===== config.mk =====
export PLATFORM = sky130hd
export DESIGN_NAME = cbd_config_regs
export DESIGN_NICKNAME = d
export VERILOG_FILES = /design/src/inc/cbd_pkg.sv /design/src/rtl/cbd_config_regs.sv
export SDC_FILE = /design/constraint.sdc
export NUM_CORES = 1
export LEC_CHECK = 0
export ABC_AREA = 1
export ABC_CLOCK_PERIOD_IN_PS = 4300
export BUFFER_PORTS_ARGS = -buffer_cell sky130_fd_sc_hd__clkbuf_2
export CAP_MARGIN = 20
export CORE_MARGIN = 1.5
export CORE_UTILIZATION = 52
export CTS_CLUSTER_DIAMETER = 150
export DETAILED_ROUTE_END_ITERATION = 7
export GPL_TIMING_DRIVEN = 0
export HOLD_SLACK_MARGIN = 0.15
export PLACE_DENSITY_LB_ADDON = 0.1
export SLEW_MARGIN = 30
export SYNTH_ARGS = -nofsm -noshare
export SYNTH_HDL_FRONTEND = slang
export SYNTH_SLANG_ARGS = --single-unit

===== constraint.sdc =====
create_clock -name sys_clk -period 4.3 [get_ports sys_clk]
set_input_delay 0.43 -clock sys_clk [delete_from_list [all_inputs] [get_ports sys_clk]]
set_output_delay 0.43 -clock sys_clk [all_outputs]
set_load 0.02 [all_outputs]

===== src/inc/cbd_pkg.sv =====
// Constants for the channel 2 and bias drive register bank
package cbd_pkg;
   // ==========================================
   // Register indices, byte address = 4 * index
   localparam logic [7:0] CBD_IDX_CH2 = 8'h05;
   localparam logic [7:0] CBD_IDX_BIAS = 8'h06;
   localparam logic [7:0] CBD_IDX_MCLK = 8'h10;
   localparam logic [7:0] CBD_IDX_STAT = 8'h11;
   localparam int CBD_ADDR_W = 8;
   localparam logic [7:0] CBD_RST_VAL = 8'h00;
   // ==========================================
   // Field positions
   localparam int CBD_PD_BIT = 7;
   localparam int CBD_GAIN_LO = 4;
   localparam int CBD_MUX_LO = 0;
   localparam int CBD_CHOP_LO = 6;
   localparam int CBD_BUFPWR_BIT = 5;
   localparam int CBD_LOFF_BIT = 4;
   localparam int CBD_B2N_BIT = 3;
   localparam int CBD_B2P_BIT = 2;
   localparam int CBD_B1N_BIT = 1;
   localparam int CBD_B1P_BIT = 0;
   localparam int CBD_DIVSEL_BIT = 0;
   // ==========================================
   // Input select codes
   localparam logic [3:0] CBD_MUX_SHORT = 4'h1;
   localparam logic [3:0] CBD_MUX_BPOS = 4'h6;
   localparam logic [3:0] CBD_MUX_BNEG = 4'h7;
   localparam logic [3:0] CBD_MUX_BBOTH = 4'h8;
   localparam logic [3:0] CBD_MUX_THIRD = 4'h9;
   localparam int CBD_MUX_CODES = 10;
   // ==========================================
   // Clock division
   localparam logic [4:0] CBD_MOD_DIV_LO = 5'h04;
   localparam logic [4:0] CBD_MOD_DIV_HI = 5'h10;
   localparam logic [1:0] CBD_CHOP_16 = 2'h0;
   localparam logic [1:0] CBD_CHOP_2 = 2'h2;
   localparam logic [1:0] CBD_CHOP_4 = 2'h3;
   // ==========================================
   // Bus answers
   localparam logic [1:0] CBD_RESP_OKAY = 2'h0;
   localparam logic [1:0] CBD_RESP_SLVERR = 2'h2;
endpackage


===== src/rtl/cbd_config_regs.sv =====
// Channel 2 settings and bias drive sense registers behind AXI4-Lite
// What this block does
// - Channel 2 settings register sits at index 0x05.
// - Bit 7 powers channel 2 down; 0 is normal, reset value.
// - Bits 6:4 choose gain 6,1,2,3,4,8,12 for codes 000 to 110.
// - Bits 3:0 codes 0000-0101 select normal, short, bias, supply, temp, test.
// - Codes 0110/0111/1000 tie bias input pin to positive, negative, both.
// - Code 1001 routes third electrode pair to channel 2; 1010 reserved.
// - Bias drive sense register sits at index 0x06.
// - Bits 7:6 set chop rate: modulator clock /16, reserved, /2, /4.
// - Bit 5 powers the bias drive buffer; 0 is off at reset.
// - Bit 4 enables bias lead-off sensing; 0 is off at reset.
// - Bit 3 feeds channel 2 negative electrode into bias derivation.
// - Bit 2 feeds channel 2 positive electrode into bias derivation.
// - Bit 1 feeds channel 1 negative electrode into bias derivation.
// - Bit 0 feeds channel 1 positive electrode into bias derivation.
// - Modulator clock is input clock /4, or /16 with divider select set.
`timescale 1ns/1ps
`default_nettype none
module cbd_config_regs (
   input wire logic sys_clk,
   input wire logic sys_rst,
   input wire logic s_axi_awvalid,
   output logic s_axi_awready,
   input wire logic [cbd_pkg::CBD_ADDR_W-1:0] s_axi_awaddr,
   input wire logic s_axi_wvalid,
   output logic s_axi_wready,
   input wire logic [31:0] s_axi_wdata,
   input wire logic [3:0] s_axi_wstrb,
   output logic s_axi_bvalid,
   input wire logic s_axi_bready,
   output logic [1:0] s_axi_bresp,
   input wire logic s_axi_arvalid,
   output logic s_axi_arready,
   input wire logic [cbd_pkg::CBD_ADDR_W-1:0] s_axi_araddr,
   output logic s_axi_rvalid,
   input wire logic s_axi_rready,
   output logic [31:0] s_axi_rdata,
   output logic [1:0] s_axi_rresp,
   output logic chan2_powerdown,
   output logic [3:0] chan2_gain,
   output logic [cbd_pkg::CBD_MUX_CODES-1:0] chan2_mux_onehot,
   output logic chan2_pos_to_bias_pin,
   output logic chan2_neg_to_bias_pin,
   output logic chan2_route_third_pair,
   output logic bias_buffer_power_on,
   output logic bias_leadoff_sense_enable,
   output logic bias_from_ch2_negative,
   output logic bias_from_ch2_positive,
   output logic bias_from_ch1_negative,
   output logic bias_from_ch1_positive,
   output logic modulator_clock,
   output logic chop_clock
);
   import cbd_pkg::*;

   // ==========================================
   // Helpers
   // Word index of a byte address
   function automatic logic [7:0] word_idx(input logic [CBD_ADDR_W-1:0] a);
      word_idx = {2'h0, a[CBD_ADDR_W-1:2]};
   endfunction
   // Gain value; 111 is undefined and reads as 0
   function automatic logic [3:0] gain_of(input logic [2:0] c);
      case (c)
         3'h0: gain_of = 4'h6;
         3'h1: gain_of = 4'h1;
         3'h2: gain_of = 4'h2;
         3'h3: gain_of = 4'h3;
         3'h4: gain_of = 4'h4;
         3'h5: gain_of = 4'h8;
         3'h6: gain_of = 4'hc;
         default: gain_of = 4'h0;
      endcase
   endfunction
   // Half chop period in modulator ticks; 0 stops the chop clock
   function automatic logic [3:0] chop_half(input logic [1:0] c);
      case (c)
         CBD_CHOP_16: chop_half = 4'h8;
         CBD_CHOP_2: chop_half = 4'h1;
         CBD_CHOP_4: chop_half = 4'h2;
         default: chop_half = 4'h0;
      endcase
   endfunction

   // ==========================================
   // Register state
   logic [7:0] ch2_reg, ch2_next;
   logic [7:0] bias_reg, bias_next;
   logic divsel_reg, divsel_next, wstrb0_reg, wstrb0_next, do_write;
   logic aw_held_reg, aw_held_next, w_held_reg, w_held_next;
   logic [7:0] aw_idx_reg, aw_idx_next;
   logic [7:0] wdata_reg, wdata_next;
   logic bvalid_reg, bvalid_next, rvalid_reg, rvalid_next;
   logic [1:0] bresp_reg, bresp_next;
   logic [7:0] rdata_reg, rdata_next;
   logic [1:0] rresp_reg, rresp_next;
   logic [7:0] rd_idx;
   // Ready only while no write is parked, so bresp stays one per write
   assign s_axi_awready = !aw_held_reg && !bvalid_reg;
   assign s_axi_wready = !w_held_reg && !bvalid_reg;
   assign s_axi_arready = !rvalid_reg;
   assign do_write = aw_held_reg && w_held_reg && !bvalid_reg;
   assign rd_idx = word_idx(s_axi_araddr);
   // Bus and register next state
   always_comb begin
      ch2_next = ch2_reg;
      bias_next = bias_reg;
      divsel_next = divsel_reg;
      aw_held_next = aw_held_reg;
      w_held_next = w_held_reg;
      aw_idx_next = aw_idx_reg;
      wdata_next = wdata_reg;
      wstrb0_next = wstrb0_reg;
      bvalid_next = bvalid_reg;
      bresp_next = bresp_reg;
      rvalid_next = rvalid_reg;
      rdata_next = rdata_reg;
      rresp_next = rresp_reg;
      // Address and data taken in either order
      if (s_axi_awvalid && s_axi_awready) begin
         aw_held_next = 1'b1;
         aw_idx_next = word_idx(s_axi_awaddr);
      end
      if (s_axi_wvalid && s_axi_wready) begin
         w_held_next = 1'b1;
         wdata_next = s_axi_wdata[7:0];
         wstrb0_next = s_axi_wstrb[0];
      end
      if (do_write) begin
         aw_held_next = 1'b0;
         w_held_next = 1'b0;
         bvalid_next = 1'b1;
         bresp_next = CBD_RESP_OKAY;
         // Bytes other than lane 0 hold nothing, so only lane 0 counts
         case (aw_idx_reg)
            CBD_IDX_CH2: if (wstrb0_reg) ch2_next = wdata_reg;
            CBD_IDX_BIAS: if (wstrb0_reg) bias_next = wdata_reg;
            CBD_IDX_MCLK: if (wstrb0_reg) divsel_next = wdata_reg[CBD_DIVSEL_BIT];
            CBD_IDX_STAT: ;
            default: bresp_next = CBD_RESP_SLVERR;
         endcase
      end else if (bvalid_reg && s_axi_bready) begin
         bvalid_next = 1'b0;
      end
      // Reads only copy state out, never alter it
      if (s_axi_arvalid && s_axi_arready) begin
         rvalid_next = 1'b1;
         rresp_next = CBD_RESP_OKAY;
         case (rd_idx)
            CBD_IDX_CH2: rdata_next = ch2_reg;
            CBD_IDX_BIAS: rdata_next = bias_reg;
            CBD_IDX_MCLK: rdata_next = {7'h00, divsel_reg};
            CBD_IDX_STAT: rdata_next = {6'h00, chop_clock, modulator_clock};
            default: begin
               rdata_next = 8'h00;
               rresp_next = CBD_RESP_SLVERR;
            end
         endcase
      end else if (rvalid_reg && s_axi_rready) begin
         rvalid_next = 1'b0;
      end
   end
   always_ff @(posedge sys_clk) begin
      if (sys_rst) begin
         ch2_reg <= CBD_RST_VAL;
         bias_reg <= CBD_RST_VAL;
         divsel_reg <= 1'b0;
         aw_held_reg <= 1'b0;
         w_held_reg <= 1'b0;
         aw_idx_reg <= 8'h00;
         wdata_reg <= 8'h00;
         wstrb0_reg <= 1'b0;
         bvalid_reg <= 1'b0;
         bresp_reg <= CBD_RESP_OKAY;
         rvalid_reg <= 1'b0;
         rdata_reg <= 8'h00;
         rresp_reg <= CBD_RESP_OKAY;
      end else begin
         ch2_reg <= ch2_next;
         bias_reg <= bias_next;
         divsel_reg <= divsel_next;
         aw_held_reg <= aw_held_next;
         w_held_reg <= w_held_next;
         aw_idx_reg <= aw_idx_next;
         wdata_reg <= wdata_next;
         wstrb0_reg <= wstrb0_next;
         bvalid_reg <= bvalid_next;
         bresp_reg <= bresp_next;
         rvalid_reg <= rvalid_next;
         rdata_reg <= rdata_next;
         rresp_reg <= rresp_next;
      end
   end
   assign s_axi_bvalid = bvalid_reg;
   assign s_axi_bresp = bresp_reg;
   assign s_axi_rvalid = rvalid_reg;
   assign s_axi_rdata = {24'h000000, rdata_reg};
   assign s_axi_rresp = rresp_reg;

   // ==========================================
   // Decoded controls, one flop after the register
   logic [17:0] ctl_reg, ctl_next;
   logic [3:0] mux;
   // Reserved select codes leave every route off
   always_comb begin
      mux = ch2_reg[CBD_MUX_LO +: 4];
      ctl_next = 18'h0;
      ctl_next[17] = ch2_reg[CBD_PD_BIT];
      ctl_next[16:13] = gain_of(ch2_reg[CBD_GAIN_LO +: 3]);
      if (mux < 4'(CBD_MUX_CODES))
         ctl_next[4'(mux)] = 1'b1;
      ctl_next[10] = (mux == CBD_MUX_BPOS) || (mux == CBD_MUX_BBOTH);
      ctl_next[11] = (mux == CBD_MUX_BNEG) || (mux == CBD_MUX_BBOTH);
      ctl_next[12] = (mux == CBD_MUX_THIRD);
   end
   // Decoded controls settle one edge after the register write
   always_ff @(posedge sys_clk) begin
      if (sys_rst)
         ctl_reg <= 18'h0;
      else
         ctl_reg <= ctl_next;
   end
   assign chan2_powerdown = ctl_reg[17];
   assign chan2_gain = ctl_reg[16:13];
   assign chan2_mux_onehot = ctl_reg[CBD_MUX_CODES-1:0];
   assign chan2_pos_to_bias_pin = ctl_reg[10];
   assign chan2_neg_to_bias_pin = ctl_reg[11];
   assign chan2_route_third_pair = ctl_reg[12];
   // Bias fields drive straight from the register flops
   assign bias_buffer_power_on = bias_reg[CBD_BUFPWR_BIT];
   assign bias_leadoff_sense_enable = bias_reg[CBD_LOFF_BIT];
   assign bias_from_ch2_negative = bias_reg[CBD_B2N_BIT];
   assign bias_from_ch2_positive = bias_reg[CBD_B2P_BIT];
   assign bias_from_ch1_negative = bias_reg[CBD_B1N_BIT];
   assign bias_from_ch1_positive = bias_reg[CBD_B1P_BIT];

   // ==========================================
   // Modulator and chop clock dividers
   logic [4:0] mod_cnt_reg, mod_cnt_next;
   logic [3:0] chop_cnt_reg, chop_cnt_next;
   logic mclk_reg, mclk_next, chop_reg, chop_next, mod_tick;
   logic [4:0] mod_div;
   logic [3:0] half;
   // Divider change takes effect at once, mid period; a count already past the new end wraps on the next edge
   always_comb begin
      mod_div = divsel_reg ? CBD_MOD_DIV_HI : CBD_MOD_DIV_LO;
      half = chop_half(bias_reg[CBD_CHOP_LO +: 2]);
      mod_tick = (mod_cnt_reg >= mod_div - 5'h01);
      mod_cnt_next = mod_tick ? 5'h00 : mod_cnt_reg + 5'h01;
      mclk_next = (mod_cnt_next < (mod_div >> 1));
      chop_cnt_next = chop_cnt_reg;
      chop_next = chop_reg;
      if (half == 4'h0) begin
         chop_cnt_next = 4'h0; // Reserved rate holds chop clock still
      end else if (mod_tick) begin
         if (chop_cnt_reg >= half - 4'h1) begin
            chop_cnt_next = 4'h0;
            chop_next = !chop_reg;
         end else begin
            chop_cnt_next = chop_cnt_reg + 4'h1;
         end
      end
   end
   always_ff @(posedge sys_clk) begin
      if (sys_rst) begin
         mod_cnt_reg <= 5'h00;
         chop_cnt_reg <= 4'h0;
         mclk_reg <= 1'b1;
         chop_reg <= 1'b0;
      end else begin
         mod_cnt_reg <= mod_cnt_next;
         chop_cnt_reg <= chop_cnt_next;
         mclk_reg <= mclk_next;
         chop_reg <= chop_next;
      end
   end
   assign modulator_clock = mclk_reg;
   assign chop_clock = chop_reg;

   // ==========================================
   // Checks
   property p_ch2_write;
      @(posedge sys_clk) disable iff (sys_rst)
      do_write && aw_idx_reg == CBD_IDX_CH2 && wstrb0_reg |=> ch2_reg == $past(wdata_reg);
   endproperty
   a_ch2_write: assert property (p_ch2_write) else $error("ch2 write lost");
   property p_pd;
      @(posedge sys_clk) disable iff (sys_rst)
      1'b1 |=> chan2_powerdown == $past(ch2_reg[CBD_PD_BIT]);
   endproperty
   a_pd: assert property (p_pd) else $error("power-down not driven");
   property p_gain6;
      @(posedge sys_clk) disable iff (sys_rst)
      ch2_reg[CBD_GAIN_LO +: 3] == 3'h0 |=> chan2_gain == 4'h6;
   endproperty
   a_gain6: assert property (p_gain6) else $error("gain code 000 not 6");
   property p_short;
      @(posedge sys_clk) disable iff (sys_rst)
      ch2_reg[3:0] == CBD_MUX_SHORT |=> chan2_mux_onehot == 10'h002;
   endproperty
   a_short: assert property (p_short) else $error("short select wrong");
   property p_both;
      @(posedge sys_clk) disable iff (sys_rst)
      ch2_reg[3:0] == CBD_MUX_BBOTH |=> chan2_pos_to_bias_pin && chan2_neg_to_bias_pin;
   endproperty
   a_both: assert property (p_both) else $error("bias both not driven");
   property p_third;
      @(posedge sys_clk) disable iff (sys_rst)
      $past(ch2_reg[3:0]) != CBD_MUX_THIRD |-> !chan2_route_third_pair;
   endproperty
   a_third: assert property (p_third) else $error("third pair misrouted");
   property p_bias_write;
      @(posedge sys_clk) disable iff (sys_rst)
      do_write && aw_idx_reg == CBD_IDX_BIAS && wstrb0_reg
         |=> bias_buffer_power_on == $past(wdata_reg[CBD_BUFPWR_BIT]);
   endproperty
   a_bias_write: assert property (p_bias_write) else $error("buffer power lost");
   property p_readback;
      @(posedge sys_clk) disable iff (sys_rst)
      s_axi_arvalid && s_axi_arready && rd_idx == CBD_IDX_CH2
         |=> s_axi_rvalid && s_axi_rdata[7:0] == $past(ch2_reg);
   endproperty
   a_readback: assert property (p_readback) else $error("readback mismatch");
   property p_rhold;
      @(posedge sys_clk) disable iff (sys_rst)
      s_axi_rvalid && !s_axi_rready |=> s_axi_rvalid && $stable(s_axi_rdata);
   endproperty
   a_rhold: assert property (p_rhold) else $error("read answer dropped");
   property p_mod4;
      @(posedge sys_clk) disable iff (sys_rst)
      !divsel_reg && mod_tick ##1 !divsel_reg [*4] |-> mod_tick;
   endproperty
   a_mod4: assert property (p_mod4) else $error("modulator not /4");
endmodule
`default_nettype wire


==> metrics <==
status=completed; core area=5991 sq um; Worst EP required=4.54 ns; Clk pin slew, worst setup/hold paths=0.08 ns; utilization after layout=66.79%; Hold Buf Count CTS=0; placed insts=605; count of pins over their slew limit=0; max_cap viols=0; setup tns final=0 ns; Yosys reg bits=75; synthesized area=3267 sq um; P&R area growth vs syn=22.48%; cell row count=28; total global routing overflow=0; Tcrit/Tclk final=46.04%; Die Y=82.26 um; DR WL/cell=11.00 um; RSZ-0062 raised after global routing=no; vias in the first global route=2507; final WL=6830 um; Die ar.=6767 sq um; Pre-antenna DRT Iters=4; CTS H-tree depth=3; arrival time of the worst setup path=2.22 ns; Resize count post-CTS=0; I/O pins=126; Setup crit end kind=register; Slew @ Worst Pin=0.5143 ns; initial DRC count=125; Die X=82.26 um; pin count of the biggest net entering global routing=15; Final min period=1.980 ns; Final setup viols=0; I/O Buffers=67; CP Class=reg2reg; Routed Antenna Nets=0; GRT Resource Usage Total=21.74%; DR DRC count=0; Finished Layout Cells=621; Hold Path Class=in2reg; post-synthesis sequential area ratio=45.96%; footprint of the multi-input gates=1438 sq um; CTS tree=built; Sink Count=75; Filler cells=560; via count of the routed design=2911; Final Hold Fails=0; max reg flops=18; TritonCTS Buffers=9; register area=1501 sq um; initial antenna violation count=0; vias per cell=4.688; number of nets in the layout=610; total number of yosys warnings=0; cell count after synthesis=438; Power Density=397.6 nW/um^2; Worst-Skew Late Latency=0.34 ns; Routability Congestion=0.8426; CTS max path bufs=2; starting density of the core=54.53%; Mapped Avg Cell Area=7.459 sq um; clk root buf=clkbuf_8; Worst Skew=0.004843 ns; hpwl dp=5373 um; first-pass GRT wire length=11170 um; diode count=0; Worst VDD drop=226.9 uV; relative slew slack=65.72%; crit-path max FO=4; number of setup buffers added after CTS=0; Pleak=1.957 nW; post-synth cell types=27; layout cells sized above 1=22.89%; Highest Clock Rate=505.1 MHz; Worst setup SP type=register
[Yosys cell counts, drive strengths merged]
| cell type | count | area share [%] |
|---|---|---|
| a211oi | 1 | 0.23 |
| a21oi | 33 | 5.1 |
| a31oi | 1 | 0.19 |
| buf | 33 | 7.2 |
| clkbuf | 3 | 0.34 |
| conb | 1 | 0.11 |
| dfxtp | 75 | 46 |
| ha | 10 | 3.8 |
| inv | 47 | 5.4 |
| nand2 | 71 | 8.4 |
| nand3 | 18 | 2.8 |
| nand4 | 5 | 0.96 |
| nor2 | 84 | 10 |
| nor3 | 9 | 1.4 |
| nor3b | 1 | 0.23 |
| o21a | 1 | 0.23 |
| o21ai | 41 | 6.3 |
| or2 | 1 | 0.19 |
| xnor2 | 1 | 0.27 |
| xor2 | 2 | 0.54 |
[layer usage]
metal	track usage, %	routed length, um	up-vias
li1	-	-	1558
met3	4.176	384	12
met4	9.153	114	0
met1	28.08	3283	1258
met5	0	0	-
met2	35.37	3047	83
[kinds of logic after synthesis]
| family | synth area share, % |
|---|---|
| buffers and inverters | 12.91 |
| AND/OR/NAND/NOR | 24.40 |
| adder cells (fa/ha/maj) | 3.830 |
| XOR/XNOR | 0.8044 |
| flip-flops | 45.96 |
| AO/OA/AOI/OAI | 11.99 |
| other | 0.1148 |
[critical path: stages, from the launching register on]
cell	delay, ns
dfxtp_1	0.39
inv_1	0.08
or2_2	0.29
ha_1	0.28
ha_1	0.29
nand2_1	0.08
nand2_1	0.06
nand2_1	0.05
nand3_1	0.07
nand3_1	0.11
nand2_1	0.06
nand2_1	0.05
nor2_1	0.04
[final timing paths]
| check | slack [ns] | startpoint | depth (start not counted) | to |
|---|---|---|---|---|
| setup / recovery | 2.32 | bias_reg[7] | 12 | chop_clock |
| hold / removal | 0.34 | s_axi_wdata[2] | 3 | wdata_reg[2] |
| setup reg to reg | 2.32 | bias_reg[7] | 12 | chop_clock |
| hold reg to reg | 0.46 | mod_cnt_reg[0] | 1 | mod_cnt_reg[0] |
[metrics by stage]
stage / hold slack, ns / power [mW] / area [sq um] / setup slack, ns
global placement: 0.4330 / 1.039 / 3790 / 2.413
CTS: 0.3324 / 1.599 / 4001 / 2.337
floorplan: 0.4176 / 0.9829 / 3361 / 2.531
detailed placement: 0.4413 / 1.047 / 3790 / 2.373
global route: 0.3509 / 1.678 / 4001 / 2.136
finish: 0.3414 / 1.591 / 4001 / 2.320
[where the power goes]
| part | switching, mW | internal (mW) | leakage [nW] |
|---|---|---|---|
| Combinational | 0.167 | 0.0963 | 1.25 |
| Sequential | 0.0316 | 0.737 | 0.611 |
| Clock | 0.269 | 0.290 | 0.101 |
[cell usage in the layout, fill, tap and decap left out, types with 2 or more instances in the layout]
| master | synthesis | routed |
|---|---|---|
| nor3_1 | 9 | 9 |
| clkinv_4 | 0 | 2 |
| dfxtp_1 | 75 | 75 |
| inv_1 | 45 | 45 |
| clkinvlp_4 | 0 | 2 |
| nand2_1 | 68 | 68 |
| conb_1 | 1 | 26 |
| buf_1 | 2 | 2 |
| inv_2 | 2 | 2 |
| xor2_1 | 2 | 2 |
| ha_1 | 10 | 10 |
| buf_2 | 4 | 4 |
| clkbuf_2 | 0 | 67 |
| clkbuf_1 | 3 | 3 |
| nor2_2 | 2 | 2 |
| nand3_1 | 18 | 18 |
| nor2_1 | 79 | 79 |
| buf_4 | 26 | 26 |
| clkbuf_8 | 0 | 10 |
| o21ai_0 | 41 | 41 |
| nand4_1 | 5 | 5 |
| a21oi_1 | 33 | 33 |
| nand2_2 | 3 | 3 |
| nor2_4 | 3 | 3 |
[layout make-up]
cell class                 instances  area share (%)
buffer                            36           6.129
inverter                          47           4.409
timing repair buffer              67           8.380
clock buffer                      10           3.440
sequential                        75           37.52
tap                               75           2.345
clock inverter                     6           1.845
multi-input combinational        305           35.93
Power figures use the tool's default switching activity.
